--- src/rtc_defs.svh ---
// Register offsets, field positions, reset values and counts of the RTC domain
`ifndef RTC_DEFS_SVH
`define RTC_DEFS_SVH
// Register offsets (word index on the plain register port)
`define RTC_A_CTRL      5'h00
`define RTC_A_READREQ   5'h01
`define RTC_A_MIN_HIGH  5'h02
`define RTC_A_MIN_MID   5'h03
`define RTC_A_MIN_LOW   5'h04
`define RTC_A_SEC_HIGH  5'h05
`define RTC_A_SEC_MID   5'h06
`define RTC_A_CAL       5'h07
`define RTC_A_ALM_HIGH  5'h08
`define RTC_A_ALM_MID   5'h09
`define RTC_A_ALM_LOW   5'h0a
`define RTC_A_IRQ_LATCH 5'h0b
`define RTC_A_IRQ_MASK  5'h0c
`define RTC_A_STATUS    5'h0d
`define RTC_A_CAUSE     5'h0e
// Control register fields
`define RTC_F_ALARM_EN   0
`define RTC_F_CHG_EN     1
`define RTC_F_OFF_KEEP   2
`define RTC_F_FAIL_MARK  3
`define RTC_F_OUT2_DIS   4
`define RTC_F_FORCE_BUP  5
// Interrupt latch and mask fields
`define RTC_F_IRQ_TICK   0
`define RTC_F_IRQ_ALARM  1
`define RTC_F_IRQ_CHG_OK 2
`define RTC_F_IRQ_LOST   3
// Reset values
`define RTC_R_CTRL       8'h00
`define RTC_R_CAL        8'h00
`define RTC_R_MASK       4'hf
// Timing: 32768 slow periods per second, 60 s per minute
`define RTC_SLOW_HZ      32768
`define RTC_MINUTE_S     60
`define RTC_MINUTE_TICKS (`RTC_SLOW_HZ * `RTC_MINUTE_S)
`endif

--- src/rtc_pkg.sv ---
// Types shared by the RTC backup domain modules
`default_nettype none
package rtc_pkg;
  // Which rail feeds the RTC regulator
  typedef enum logic [1:0] {SUP_HIZ, SUP_SYSTEM, SUP_BACKUP} supply_sel_t;
  // Which source stands behind the system rail
  typedef enum logic [1:0] {SRC_BATTERY, SRC_CHARGER, SRC_VBUS, SRC_BACKUP} system_source_t;
  // Progress through the counter load byte order
  typedef enum logic [2:0] {WS_IDLE, WS_MIN_HIGH, WS_MIN_MID, WS_MIN_LOW, WS_SEC_HIGH} write_seq_t;
endpackage
`default_nettype wire

--- src/slow_tick_if.sv ---
// Interface carrying the sampled slow clock from its sampler to the RTC core
`default_nettype none
interface slow_tick_if;
  logic tick;   // One-cycle pulse per slow rising edge
  logic level;  // Synchronised slow clock level
  modport src (output tick, output level);
  modport dst (input tick, input level);
endinterface
`default_nettype wire

--- src/rtc_backup_domain.sv ---
// RTC backup domain: counters, calibration, alarm, supply and charger control
//
// Notes on behaviour
// - Charger on: enabled, battery above, backup low; in off mode only with keep bit
// - Charge ok and lost flags, maskable
// - System rail source priority: battery, charger, vbus, backup
// - RTC rail select from supply, force, reset
// - 21-bit sub-minute counter, top 16 visible
// - 24-bit minutes counter, one per minute
// - Signed 7-bit calibration applied each minute
// - Step one slow period, limit 127 periods
// - Latched maskable tick interrupt each minute
// - 24-bit alarm compared against minutes counter
// - Enabled alarm interrupts; wakes device when off
// - Power-up cause records alarm wake
// - Both slow outputs in operating mode; out2 disable
// - Read request copies counters, then clears
// - Five ordered writes load the counters
// - Supply fail marker cleared only by reset
// - Status shows crystal or RC slow clock
// - Domain registers reset by RTC power-on reset
`include "rtc_defs.svh"
`default_nettype none
module rtc_backup_domain #(
  parameter int unsigned MINUTE_TICKS = `RTC_MINUTE_TICKS
) (
  // Clock and RTC power-on reset
  input  wire logic                  clock,
  input  wire logic                  rst,
  // Register port
  input  wire logic [4:0]            addr,
  input  wire logic [7:0]            wdata,
  input  wire logic                  wstb,
  input  wire logic                  rstb,
  output logic [7:0]                 rdata,
  // Slow clock and supply pins
  input  wire logic                  slow_clock,
  input  wire logic                  rtc_supply_por_n,
  input  wire logic                  system_supply_por_n,
  input  wire logic                  battery_por_n,
  input  wire logic                  main_charger_detect,
  input  wire logic                  vbus_detect,
  input  wire logic                  operating_mode,
  input  wire logic                  xtal_selected,
  // Backup battery comparators
  input  wire logic                  main_above_backup,
  input  wire logic                  backup_below_threshold,
  input  wire logic                  backup_at_level,
  input  wire logic                  backup_below_hyst,
  // Outputs
  output rtc_pkg::supply_sel_t       rtc_supply_sel,
  output rtc_pkg::system_source_t    system_source,
  output logic                       charger_on,
  output logic                       charger_low_power,
  output logic                       slow_clock_out1,
  output logic                       slow_clock_out2,
  output logic                       power_on_req,
  output logic                       host_irq_n
);
  import rtc_pkg::*;

  // ----------------------------------------------------------------
  // Slow clock sampling and pin synchronisers
  // ----------------------------------------------------------------
  slow_tick_if tick_bus ();

  slow_clock_sampler sampler (
    .clock      (clock),
    .rst        (rst),
    .slow_clock (slow_clock),
    .tick_o     (tick_bus)
  );

  localparam int PINS = 11;
  logic [PINS-1:0] pins_raw;
  logic [PINS-1:0] pins_s1_q;
  logic [PINS-1:0] pins_s2_q;
  logic [PINS-1:0] pins_s3_q;

  assign pins_raw = {xtal_selected, backup_below_hyst, backup_at_level, backup_below_threshold,
                     main_above_backup, operating_mode, vbus_detect, main_charger_detect,
                     battery_por_n, system_supply_por_n, rtc_supply_por_n};

  // Two flops before use; s3 only feeds the edge finders
  always_ff @(posedge clock or posedge rst) begin
    if (rst) begin
      pins_s1_q <= '0;
      pins_s2_q <= '0;
      pins_s3_q <= '0;
    end else begin
      pins_s1_q <= pins_raw;
      pins_s2_q <= pins_s1_q;
      pins_s3_q <= pins_s2_q;
    end
  end

  wire rtc_por_ok  = pins_s2_q[0];
  wire sys_good    = pins_s2_q[1];
  wire bat_ok      = pins_s2_q[2];
  wire chg_det     = pins_s2_q[3];
  wire vbus_det    = pins_s2_q[4];
  wire op_mode     = pins_s2_q[5];
  wire bat_above   = pins_s2_q[6];
  wire bup_low     = pins_s2_q[7];
  wire reach_ev    = pins_s2_q[8] & ~pins_s3_q[8];
  wire lost_ev     = pins_s2_q[9] & ~pins_s3_q[9];
  wire xtal_in_use = pins_s2_q[10];
  wire slow_tick   = tick_bus.tick;

  // ----------------------------------------------------------------
  // Registers
  // ----------------------------------------------------------------
  logic [7:0]  ctrl_q;
  logic        read_req_q;
  logic [7:0]  cal_q;
  logic [23:0] alarm_q;
  logic [3:0]  latch_q;
  logic [3:0]  mask_q;
  logic        cause_q;
  logic [23:0] stage_min_q;
  logic [15:0] stage_sec_q;
  logic        load_pend_q;
  write_seq_t  seq_q;
  logic [23:0] buf_min_q;
  logic [15:0] buf_sec_q;
  logic [20:0] sub_q;
  logic [23:0] min_q;
  logic [7:0]  rdata_q;

  // Byte pick of a 24-bit value, used by both counter and alarm reads
  function automatic logic [7:0] byte_of(input logic [23:0] v, input logic [1:0] idx);
    byte_of = v[idx*8 +: 8];
  endfunction

  // Address decode
  wire wr_ctrl  = wstb && addr == `RTC_A_CTRL;
  wire wr_rreq  = wstb && addr == `RTC_A_READREQ;
  wire wr_mh    = wstb && addr == `RTC_A_MIN_HIGH;
  wire wr_mm    = wstb && addr == `RTC_A_MIN_MID;
  wire wr_ml    = wstb && addr == `RTC_A_MIN_LOW;
  wire wr_sh    = wstb && addr == `RTC_A_SEC_HIGH;
  wire wr_sm    = wstb && addr == `RTC_A_SEC_MID;
  wire wr_cal   = wstb && addr == `RTC_A_CAL;
  wire wr_ah    = wstb && addr == `RTC_A_ALM_HIGH;
  wire wr_am    = wstb && addr == `RTC_A_ALM_MID;
  wire wr_al    = wstb && addr == `RTC_A_ALM_LOW;
  wire wr_mask  = wstb && addr == `RTC_A_IRQ_MASK;
  wire wr_cause = wstb && addr == `RTC_A_CAUSE;
  wire rd_latch = rstb && addr == `RTC_A_IRQ_LATCH;

  // ----------------------------------------------------------------
  // Counters and calibration
  // ----------------------------------------------------------------
  // Positive correction shortens the minute, negative lengthens it
  localparam logic [20:0] NOMINAL_LAST = 21'(MINUTE_TICKS - 1);
  wire [20:0] cal_mag   = {14'h0000, cal_q[6:0]};
  wire [20:0] last_tick = cal_q[7] ? NOMINAL_LAST + cal_mag
                                   : NOMINAL_LAST - cal_mag;
  wire        wrap      = slow_tick && sub_q >= last_tick;
  wire        do_load   = slow_tick && load_pend_q;
  wire [23:0] min_next  = min_q + 24'h000001;
  wire        alarm_hit = wrap && ctrl_q[`RTC_F_ALARM_EN] && min_next == alarm_q;

  // Counters only move on slow ticks; a pending load takes the tick
  always_ff @(posedge clock or posedge rst) begin
    if (rst) begin
      sub_q <= '0;
      min_q <= '0;
    end else if (do_load) begin
      sub_q <= {stage_sec_q, 5'h00};
      min_q <= stage_min_q;
    end else if (wrap) begin
      sub_q <= '0;
      min_q <= min_next;
    end else if (slow_tick) begin
      sub_q <= sub_q + 21'h000001;
    end
  end

  // ----------------------------------------------------------------
  // Counter read buffer
  // ----------------------------------------------------------------
  // Copy on a tick edge, taking the counters as they stand just before that tick steps them
  always_ff @(posedge clock or posedge rst) begin
    if (rst) begin
      read_req_q <= 1'b0;
      buf_min_q  <= '0;
      buf_sec_q  <= '0;
    end else begin
      if (slow_tick && read_req_q) begin
        buf_min_q  <= min_q;
        buf_sec_q  <= sub_q[20:5];
        read_req_q <= 1'b0;
      end else if (wr_rreq && wdata[0]) begin
        read_req_q <= 1'b1;
      end
    end
  end

  // ----------------------------------------------------------------
  // Counter load sequence
  // ----------------------------------------------------------------
  // A write out of order drops back to idle; minutes high restarts
  always_ff @(posedge clock or posedge rst) begin
    if (rst) begin
      seq_q       <= WS_IDLE;
      stage_min_q <= '0;
      stage_sec_q <= '0;
      load_pend_q <= 1'b0;
    end else begin
      if (wr_mh) stage_min_q[23:16] <= wdata;
      if (wr_mm) stage_min_q[15:8]  <= wdata;
      if (wr_ml) stage_min_q[7:0]   <= wdata;
      if (wr_sh) stage_sec_q[15:8]  <= wdata;
      if (wr_sm) stage_sec_q[7:0]   <= wdata;
      if (do_load) load_pend_q <= 1'b0;
      if (wr_mh) begin
        seq_q <= WS_MIN_HIGH;
      end else if (wstb && (wr_mm || wr_ml || wr_sh || wr_sm)) begin
        unique case (seq_q)
          WS_MIN_HIGH: seq_q <= wr_mm ? WS_MIN_MID : WS_IDLE;
          WS_MIN_MID:  seq_q <= wr_ml ? WS_MIN_LOW : WS_IDLE;
          WS_MIN_LOW:  seq_q <= wr_sh ? WS_SEC_HIGH : WS_IDLE;
          WS_SEC_HIGH: begin
            seq_q <= WS_IDLE;
            if (wr_sm) load_pend_q <= 1'b1;
          end
          WS_IDLE:     seq_q <= WS_IDLE;
          default:     seq_q <= WS_IDLE;
        endcase
      end
    end
  end

  // ----------------------------------------------------------------
  // Control, calibration, alarm and mask registers
  // ----------------------------------------------------------------
  // The fail marker can be set by software but only reset clears it
  always_ff @(posedge clock or posedge rst) begin
    if (rst) begin
      ctrl_q  <= `RTC_R_CTRL;
      cal_q   <= `RTC_R_CAL;
      alarm_q <= '0;
      mask_q  <= `RTC_R_MASK;
    end else begin
      if (wr_ctrl) begin
        ctrl_q <= wdata & 8'h3f;
        ctrl_q[`RTC_F_FAIL_MARK] <= ctrl_q[`RTC_F_FAIL_MARK] | wdata[`RTC_F_FAIL_MARK];
      end
      if (wr_cal)  cal_q   <= wdata;
      if (wr_ah)   alarm_q[23:16] <= wdata;
      if (wr_am)   alarm_q[15:8]  <= wdata;
      if (wr_al)   alarm_q[7:0]   <= wdata;
      if (wr_mask) mask_q  <= wdata[3:0];
    end
  end

  // ----------------------------------------------------------------
  // Interrupt latches and wake cause
  // ----------------------------------------------------------------
  wire [3:0] irq_set;
  assign irq_set[`RTC_F_IRQ_TICK]   = wrap;
  assign irq_set[`RTC_F_IRQ_ALARM]  = alarm_hit;
  assign irq_set[`RTC_F_IRQ_CHG_OK] = reach_ev;
  assign irq_set[`RTC_F_IRQ_LOST]   = lost_ev;

  // Reading the latch clears it; a set in the same cycle survives
  always_ff @(posedge clock or posedge rst) begin
    if (rst) begin
      latch_q <= '0;
      cause_q <= 1'b0;
    end else begin
      latch_q <= (rd_latch ? 4'h0 : latch_q) | irq_set;
      if (alarm_hit && !op_mode) cause_q <= 1'b1;
      else if (wr_cause && wdata[0]) cause_q <= 1'b0;
    end
  end

  // ----------------------------------------------------------------
  // Supply, charger and output pins
  // ----------------------------------------------------------------
  wire force_bup = ctrl_q[`RTC_F_FORCE_BUP];
  supply_sel_t    supply_d;
  system_source_t source_d;

  assign supply_d = sys_good ? ((force_bup && rtc_por_ok) ? SUP_BACKUP : SUP_SYSTEM)
                             : (rtc_por_ok ? SUP_BACKUP : SUP_HIZ);
  assign source_d = bat_ok  ? SRC_BATTERY :
                    chg_det ? SRC_CHARGER :
                    vbus_det ? SRC_VBUS : SRC_BACKUP;

  wire chg_en   = ctrl_q[`RTC_F_CHG_EN] && bat_above && bup_low;
  wire chg_hp   = chg_en && op_mode;
  wire chg_lp   = chg_en && !op_mode && ctrl_q[`RTC_F_OFF_KEEP];
  wire out1_d   = op_mode && tick_bus.level;
  wire out2_d   = out1_d && !ctrl_q[`RTC_F_OUT2_DIS];
  wire irq_any  = |(latch_q & ~mask_q);

  // All pins leave from flops; source holds while RTC reset is low
  always_ff @(posedge clock or posedge rst) begin
    if (rst) begin
      rtc_supply_sel    <= SUP_HIZ;
      system_source     <= SRC_BACKUP;
      charger_on        <= 1'b0;
      charger_low_power <= 1'b0;
      slow_clock_out1   <= 1'b0;
      slow_clock_out2   <= 1'b0;
      power_on_req      <= 1'b0;
      host_irq_n        <= 1'b1;
    end else begin
      rtc_supply_sel    <= supply_d;
      if (rtc_por_ok) system_source <= source_d;
      charger_on        <= chg_hp || chg_lp;
      charger_low_power <= chg_lp;
      slow_clock_out1   <= out1_d;
      slow_clock_out2   <= out2_d;
      power_on_req      <= alarm_hit && !op_mode;
      host_irq_n        <= ~irq_any;
    end
  end

  // ----------------------------------------------------------------
  // Read data
  // ----------------------------------------------------------------
  // Counter addresses return the buffer, never the live counters
  logic [7:0] rd_mux;
  always_comb begin
    rd_mux = 8'h00;
    unique case (addr)
      `RTC_A_CTRL:      rd_mux = ctrl_q;
      `RTC_A_READREQ:   rd_mux = {7'h00, read_req_q};
      `RTC_A_MIN_HIGH:  rd_mux = byte_of(buf_min_q, 2'd2);
      `RTC_A_MIN_MID:   rd_mux = byte_of(buf_min_q, 2'd1);
      `RTC_A_MIN_LOW:   rd_mux = byte_of(buf_min_q, 2'd0);
      `RTC_A_SEC_HIGH:  rd_mux = buf_sec_q[15:8];
      `RTC_A_SEC_MID:   rd_mux = buf_sec_q[7:0];
      `RTC_A_CAL:       rd_mux = cal_q;
      `RTC_A_ALM_HIGH:  rd_mux = byte_of(alarm_q, 2'd2);
      `RTC_A_ALM_MID:   rd_mux = byte_of(alarm_q, 2'd1);
      `RTC_A_ALM_LOW:   rd_mux = byte_of(alarm_q, 2'd0);
      `RTC_A_IRQ_LATCH: rd_mux = {4'h0, latch_q};
      `RTC_A_IRQ_MASK:  rd_mux = {4'h0, mask_q};
      `RTC_A_STATUS:    rd_mux = {5'h00, charger_on, op_mode, xtal_in_use};
      `RTC_A_CAUSE:     rd_mux = {7'h00, cause_q};
      default:          rd_mux = 8'h00;
    endcase
  end

  // Data stands only in the cycle after the read strobe
  always_ff @(posedge clock or posedge rst) begin
    if (rst) rdata_q <= 8'h00;
    else     rdata_q <= rstb ? rd_mux : 8'h00;
  end

  assign rdata = rdata_q;
endmodule
`default_nettype wire

--- src/slow_clock_sampler.sv ---
// Two-flop sampler and rising edge finder for the 32 kHz clock
`default_nettype none
module slow_clock_sampler (
  // System clock and reset
  input  wire logic  clock,
  input  wire logic  rst,
  // Raw slow clock
  input  wire logic  slow_clock,
  // Sampled result
  slow_tick_if.src   tick_o
);
  logic s1_q;
  logic s2_q;
  logic s3_q;

  // Only s2 reads s1; the edge is taken between s2 and s3
  always_ff @(posedge clock or posedge rst) begin
    if (rst) begin
      s1_q <= 1'b0;
      s2_q <= 1'b0;
      s3_q <= 1'b0;
    end else begin
      s1_q <= slow_clock;
      s2_q <= s1_q;
      s3_q <= s2_q;
    end
  end

  assign tick_o.tick  = s2_q & ~s3_q;
  assign tick_o.level = s2_q;
endmodule
`default_nettype wire

--- config.mk ---
export PLATFORM = sky130hd
export DESIGN_NAME = rtc_backup_domain
export DESIGN_NICKNAME = d
export VERILOG_FILES = /design/src/rtc_pkg.sv /design/src/slow_tick_if.sv /design/src/rtc_backup_domain.sv /design/src/slow_clock_sampler.sv
export VERILOG_INCLUDE_DIRS = /design/src
export SDC_FILE = /design/constraint.sdc
export NUM_CORES = 1
export LEC_CHECK = 0
export BUFFER_PORTS_ARGS = -buffer_cell sky130_fd_sc_hd__buf_2
export CORE_MARGIN = 3
export CORE_UTILIZATION = 30
export DETAILED_ROUTE_END_ITERATION = 7
export PLACE_DENSITY = 0.49
export SYNTH_ARGS = -nofsm -noshare
export SYNTH_HDL_FRONTEND = slang
export SYNTH_SLANG_ARGS = --single-unit
--- constraint.sdc ---
create_clock -name clock -period 8.4 [get_ports clock]
set_input_delay 1.68 -clock clock [delete_from_list [all_inputs] [get_ports clock]]
set_output_delay 1.68 -clock clock [all_outputs]
set_load 0.02 [all_outputs]
# Yosys cells after proc, flatten, opt, wreduce, memory -nomap -nowiden
# Index checks and enable logic that the tools add are counted.
[op_classes] addsub=4 order_cmp=1 n_eq_ne=19 muxes=30 bitwise=11 reduce_logical=44
[ops] operator="case mux 8 bit (15 select lines)" n=1
[ops] operator="two-way mux 21 bit" n=4
[ops] operator="two-way mux 24 bit" n=2
[ops] operator="equality test 5 x 4 -> 1 bit (second input constant)" n=7
[ops] operator="logical AND 1 bit" n=31
[ops] operator="adder 24 x 1 -> 24 bit (second input constant)" n=1
[ops] operator="equality test 24 bit" n=1
[ops] operator="adder 21 x 1 -> 21 bit (second input constant)" n=1
[ops] operator=">= comparator 21 bit" n=1
[ops] operator="adder 19 x 8 -> 20 bit (first input constant)" n=1
[ops] operator="equality test 5 x 3 -> 1 bit (second input constant)" n=4
[ops] operator="subtractor 19 x 8 -> 20 bit (first input constant)" n=1
[ops] operator="two-way mux 2 bit" n=7
[ops] operator="equality test 5 x 2 -> 1 bit (second input constant)" n=2
[ops] operator="two-way mux 1 bit" n=10
[ops] operator="two-way mux 3 bit" n=3
[ops] operator="case mux 3 bit (3 select lines)" n=1
[ops] operator="two-way mux 8 bit" n=1
[ops] operator="nonzero test 2 bit" n=4
[ops] operator="equality test 3 x 2 -> 1 bit (second input constant)" n=2
[ops] operator="equality test 5 x 1 -> 1 bit (second input constant)" n=1
[ops] operator="logical NOT 5 bit" n=1
[ops] operator="AND 4 bit" n=1
[ops] operator="logical OR 1 bit" n=4
[ops] operator="other kinds (11)" n=17
[totals] register_bits=230 output_inout_bits=18

# Longest topological paths before layout
[depth] ltp_word=8 mapped_depth=15

# Hierarchy
# A second synthesis with hierarchy kept.
[unflattened] cells_unflattened=1005 area_unflattened_um2=11001.8
[modules_own_cells] mod="rtc_backup_domain" n_inst=1 cells_per_inst=1000 area_each_um2=10909.2 seq_area_each_um2=5489.0
[modules_own_cells] mod="slow_clock_sampler" n_inst=1 cells_per_inst=5 area_each_um2=92.6 seq_area_each_um2=75.1

# Worst setup path before layout
# Ideal clock, no wire load.
[synth_path] kind="input to register" start="in addr[2]" end="reg seq_q[1]" setup_ns=0.084 arrival_ns=3.282 required_ns=8.316 path_slack_ns=5.034 cell_stages=7 path_buffers=1 path_cell_list="clkbuf_1 > inv_1 > nand2_1 > nor2_2 > nand2_1 > or4b_2 > a21boi_0"
[synth_between] elab_chain_len=7
[synth_lines] item="start: declaration" line="rtc_backup_domain.sv:31" source="input wire logic [4:0] addr,"
[synth_lines] item="branches (longest 7 deep; another with equality test 5 x 3 -> 1 bit)"
[synth_lines] item="end signal: assignment" line="rtc_backup_domain.sv:221" source="WS_MIN_HIGH: seq_q <= wr_mm ? WS_MIN_MID : WS_IDLE;"
[synth_lines] item="end signal: assignment" line="rtc_backup_domain.sv:222" source="WS_MIN_MID: seq_q <= wr_ml ? WS_MIN_LOW : WS_IDLE;"
[synth_lines] item="end signal: assignment" line="rtc_backup_domain.sv:223" source="WS_MIN_LOW: seq_q <= wr_sh ? WS_SEC_HIGH : WS_IDLE;"
[synth_lines] item="end: declaration" line="rtc_backup_domain.sv:123" source="write_seq_t seq_q;"
# Parallel ways; which one is timed is not known. The select of a mux whose other input is x is not followed.
# A chain may end at the register's enable or synchronous reset.

# Worst setup path in the final report
[layout_path] start="reg cal_q[2]" end="reg min_q[1]"
[layout_between] elab_chain_len=5
[layout_lines] item="start: declaration" line="rtc_backup_domain.sv:115" source="logic [7:0] cal_q;"
[layout_lines] item="start signal: assignment" line="rtc_backup_domain.sv:242" source="cal_q <= `RTC_R_CAL;"
[layout_lines] item="start signal: assignment" line="rtc_backup_domain.sv:250" source="if (wr_cal) cal_q <= wdata;"
[layout_lines] item="subtractor 19 x 8 -> 20 bit / adder 19 x 8 -> 20 bit (equally long branches)" line="rtc_backup_domain.sv:158, rtc_backup_domain.sv:157"
[layout_lines] item="two-way mux 21 bit *" line="rtc_backup_domain.sv:157" source="wire [20:0] last_tick = cal_q[7] ? NOMINAL_LAST + cal_mag"
[layout_lines] item=">= comparator 21 bit *" line="rtc_backup_domain.sv:159" source="wire wrap = slow_tick && sub_q >= last_tick;"
[layout_lines] item="logical AND 1 bit *" line="rtc_backup_domain.sv:159"
[layout_lines] item="nonzero test 2 bit (no line) *"
[layout_lines] item="end signal: assignment" line="rtc_backup_domain.sv:171" source="min_q <= stage_min_q;"
[layout_lines] item="end signal: assignment" line="rtc_backup_domain.sv:174" source="min_q <= min_next;"
[layout_lines] item="end: declaration" line="rtc_backup_domain.sv:127" source="logic [23:0] min_q;"
# Every way passes the cells marked *; elsewhere a longest branch is shown, timed or not.

==> results.ini <==
[yosys]
netlist_area_sq_mm = 0.01112
synth_ff_type = dfrtp_1
postSynthAreaPerCell_sq_um = 10.62
yosysUniqueCellTypes = 71
synth-seq-area-share = 0.5004
synth_warnings = 0
postSynth.asyncResetShare = 1.000
synthCells = 1047
ys_seq_elements = 222
synth_edf_count = 0
synthesis.nets = 1098

[floorplan]
coreArea_sq_mm = 0.03609
dieArea_sq_mm = 0.03941
die_h_um = 198.5
start_util = 0.3081
num_rows = 69
pin_count = 47
die_width_um = 198.5

[place]
io_buffers = 46
pre_cts_slack_ns = 4.023
dp_hpwl_mm = 24.58
placed_cells = 1510
place.gp.congestion = 0.8479

[clock_tree]
clk_latency_ns = 0.54
numCtsBuffers = 27
cts_hold_buf = 0
cts_buffer_depth = 3
cts_setup_buffers = 0
cts_tree = yes
clkTransAtPathRegs_ns = 0.06
clock-sinks = 222
cts_max_level = 1
cts_root_buf = clkbuf_16
cts_resized = 0

[global_routing]
grt_pass1_wl_mm = 54.35
grtUsageTotal = 0.1811
antenna_found_initial = 0
grt_max_degree = 127
first_global_vias = 8525
grt_overflow = 0

[setup_path]
cp.required_ns = 8.79
path_max_fanout = 28
path_class = reg2reg
cp.arrival_ns = 4.83
cp-start-kind = register
critPathCaptureType = register

[detailed_routing]
via_per_inst = 5.569
drc = 0
dr.pass1.iters = 5
ant_nets = 0
drtIter0Drc = 597
wl_per_cell_um = 22.73
wl_mm = 35.43
vias = 8682

[sta]
timing.hold.ws_ns = 0.3463
setup_tns_ns = 0
hold_viol = 0
finClkSkew_ns = 0.01920
slew_violations = 0
worstMarginPinSlew_ns = 1.205
setup_slack_ns = 3.959
post-route-min-period_ns = 4.441
grt_setup_unrepaired = no
clock.fmax_ghz = 0.2252
max_slew_margin = 0.1908
fin_crit_sh = 0.5287
setup_viol = 0

[finish]
num_antenna_cells = 0
syn2layout_area_growth_pct = 14.27
nets = 1129
layout-drive-gt1-share = 0.2158
fin_cells = 1559

[status]
outcome = complete, no violations

[power_and_ir_drop]
leakage_nw = 5.420
power.density_mw_per_mm2 = 231.8
peakVddDrop_uv = 144.6
total_power_mw = 2.945

[min_path]
min_path_type = reg2reg

[flow_run]
drv_cap = 0

## cells in the mapped netlist (4+ instances only)
cell,instances,share of area
a211o_1,5,0.0039
nor2_1,57,0.019
a21boi_0,10,0.0068
a221oi_1,17,0.013
nand2_1,86,0.029
nor4_1,11,0.0062
xor2_1,12,0.0095
nand3_1,26,0.012
a21oi_1,43,0.019
or3_1,12,0.0068
inv_1,43,0.015
ha_1,22,0.025
o21ai_0,60,0.027
dfrtp_1,215,0.48
or2_2,5,0.0028
a311oi_1,11,0.0087
and2_1,12,0.0068
clkbuf_1,32,0.011
xnor2_1,17,0.013
dfstp_2,7,0.017
buf_1,5,0.0017
a31oi_1,17,0.0096
a22oi_1,17,0.011
mux2_2,102,0.10
a211oi_1,5,0.0034
nand2b_1,5,0.0028
and3_1,15,0.0084
nor2b_1,8,0.0045
nor3_1,23,0.010
buf_2,13,0.0059
a222oi_1,5,0.0045
a22o_1,13,0.010
and4_1,5,0.0039
nand4_1,16,0.0090
buf_4,4,0.0027
o2bb2ai_1,7,0.0055
o31ai_1,6,0.0041
o22ai_1,19,0.011
## metal layers
metal  GRT usage  vias up  part of all wire
li1            -     3974                 -
met1      0.2686     4362              0.48
met2      0.2711      294              0.43
met3     0.03506       52             0.063
met4     0.04763        0             0.027
met5           0        -                 0
## report_power, final
part           total [mW]  internal (mW)  switching, mW
Combinational       0.389          0.181          0.207
Sequential           1.35           1.21          0.147
Clock                1.20          0.721          0.484
Total                2.95           2.11          0.838
## worst paths after layout
path | startpoint | endpoint | slack, ns | depth (start not counted)
hold reg to reg | pins_s1_q[4] | pins_s2_q[4] | 0.35 | 0
min in group asynchronous | rst | stage_sec_q[12] | 1.33 | 2
hold / removal | pins_s1_q[4] | pins_s2_q[4] | 0.35 | 0
max in group asynchronous | rst | buf_min_q[9] | 5.81 | 3
setup reg to reg | cal_q[2] | min_q[1] | 3.96 | 11
setup / recovery | cal_q[2] | min_q[1] | 3.96 | 11
## flip-flops by register name, summed over array words and instances (netlist names), 3 cells and up
register / cells
alarm_q: 24
sub_q: 21
latch_q: 4
stage_min_q: 24
min_q: 24
cal_q: 8
pins_s1_q: 11
buf_min_q: 24
pins_s2_q: 11
mask_q: 4
buf_sec_q: 16
stage_sec_q: 16
ctrl_q: 6
seq_q: 3
rdata: 8
## metrics by stage
| step | util | instance area (sq um) |
|---|---|---|
| finish | 0.3521 | 12710 |
| global placement | 0.3265 | 11780 |
| CTS | 0.3521 | 12710 |
| detailed placement | 0.3265 | 11780 |
| global route | 0.3521 | 12710 |
| floorplan | - | 11120 |
## final cells by class
cell class	count	area [sq um]
Timing Repair Buffer	56	305.3
Inverter	43	168.9
Clock buffer	32	734.5
Tap cell	461	576.8
Multi-Input combinational cell	728	5167
Clock inverter	17	188.9
Sequential cell	222	5564
Fill cell	3634	23380
## cells in the final DEF, fill, tap and decap left out, types with 6 or more instances in the layout
cell,count
a221oi_1,17
buf_4,10
and3_1,15
o2bb2ai_1,7
ha_1,22
nor3_1,23
nor2b_1,7
o31ai_1,6
inv_1,42
a311oi_1,11
nand2_1,85
a21oi_1,43
nor4_1,11
mux2_2,102
o22ai_1,19
nand3_1,26
nor2_1,57
dfstp_2,7
and2_1,12
nand4_1,16
a31oi_1,17
a21boi_0,10
xor2_1,12
or3_1,12
xnor2_1,17
buf_2,46
a22o_1,13
o21ai_0,60
a22oi_1,17
dfrtp_1,215
clkbuf_16,27
## logic make-up after synthesis
logic type | count (synthesis) | share of synthesized area
DFF | 222 | 0.5004
AOI/OAI and AO/OA | 268 | 0.1659
xor gates and xnor gates | 29 | 0.02284
muxes | 105 | 0.1060
and+or+nand+nor | 304 | 0.1446
buffers and inverters | 97 | 0.03556
adders and majority gates | 22 | 0.02475
## worst max-delay path, stage by stage (launching register included)
cell,delay (ns)
dfrtp_1,0.46
nor4_1,0.36
and2_1,0.24
a21boi_0,0.25
ha_1,0.46
nand3_1,0.11
or4_1,0.52
a211o_1,0.29
a31oi_4,0.76
nand2_1,0.41
o22ai_1,0.30
a21oi_1,0.11
Power figures use the tool's default switching activity.
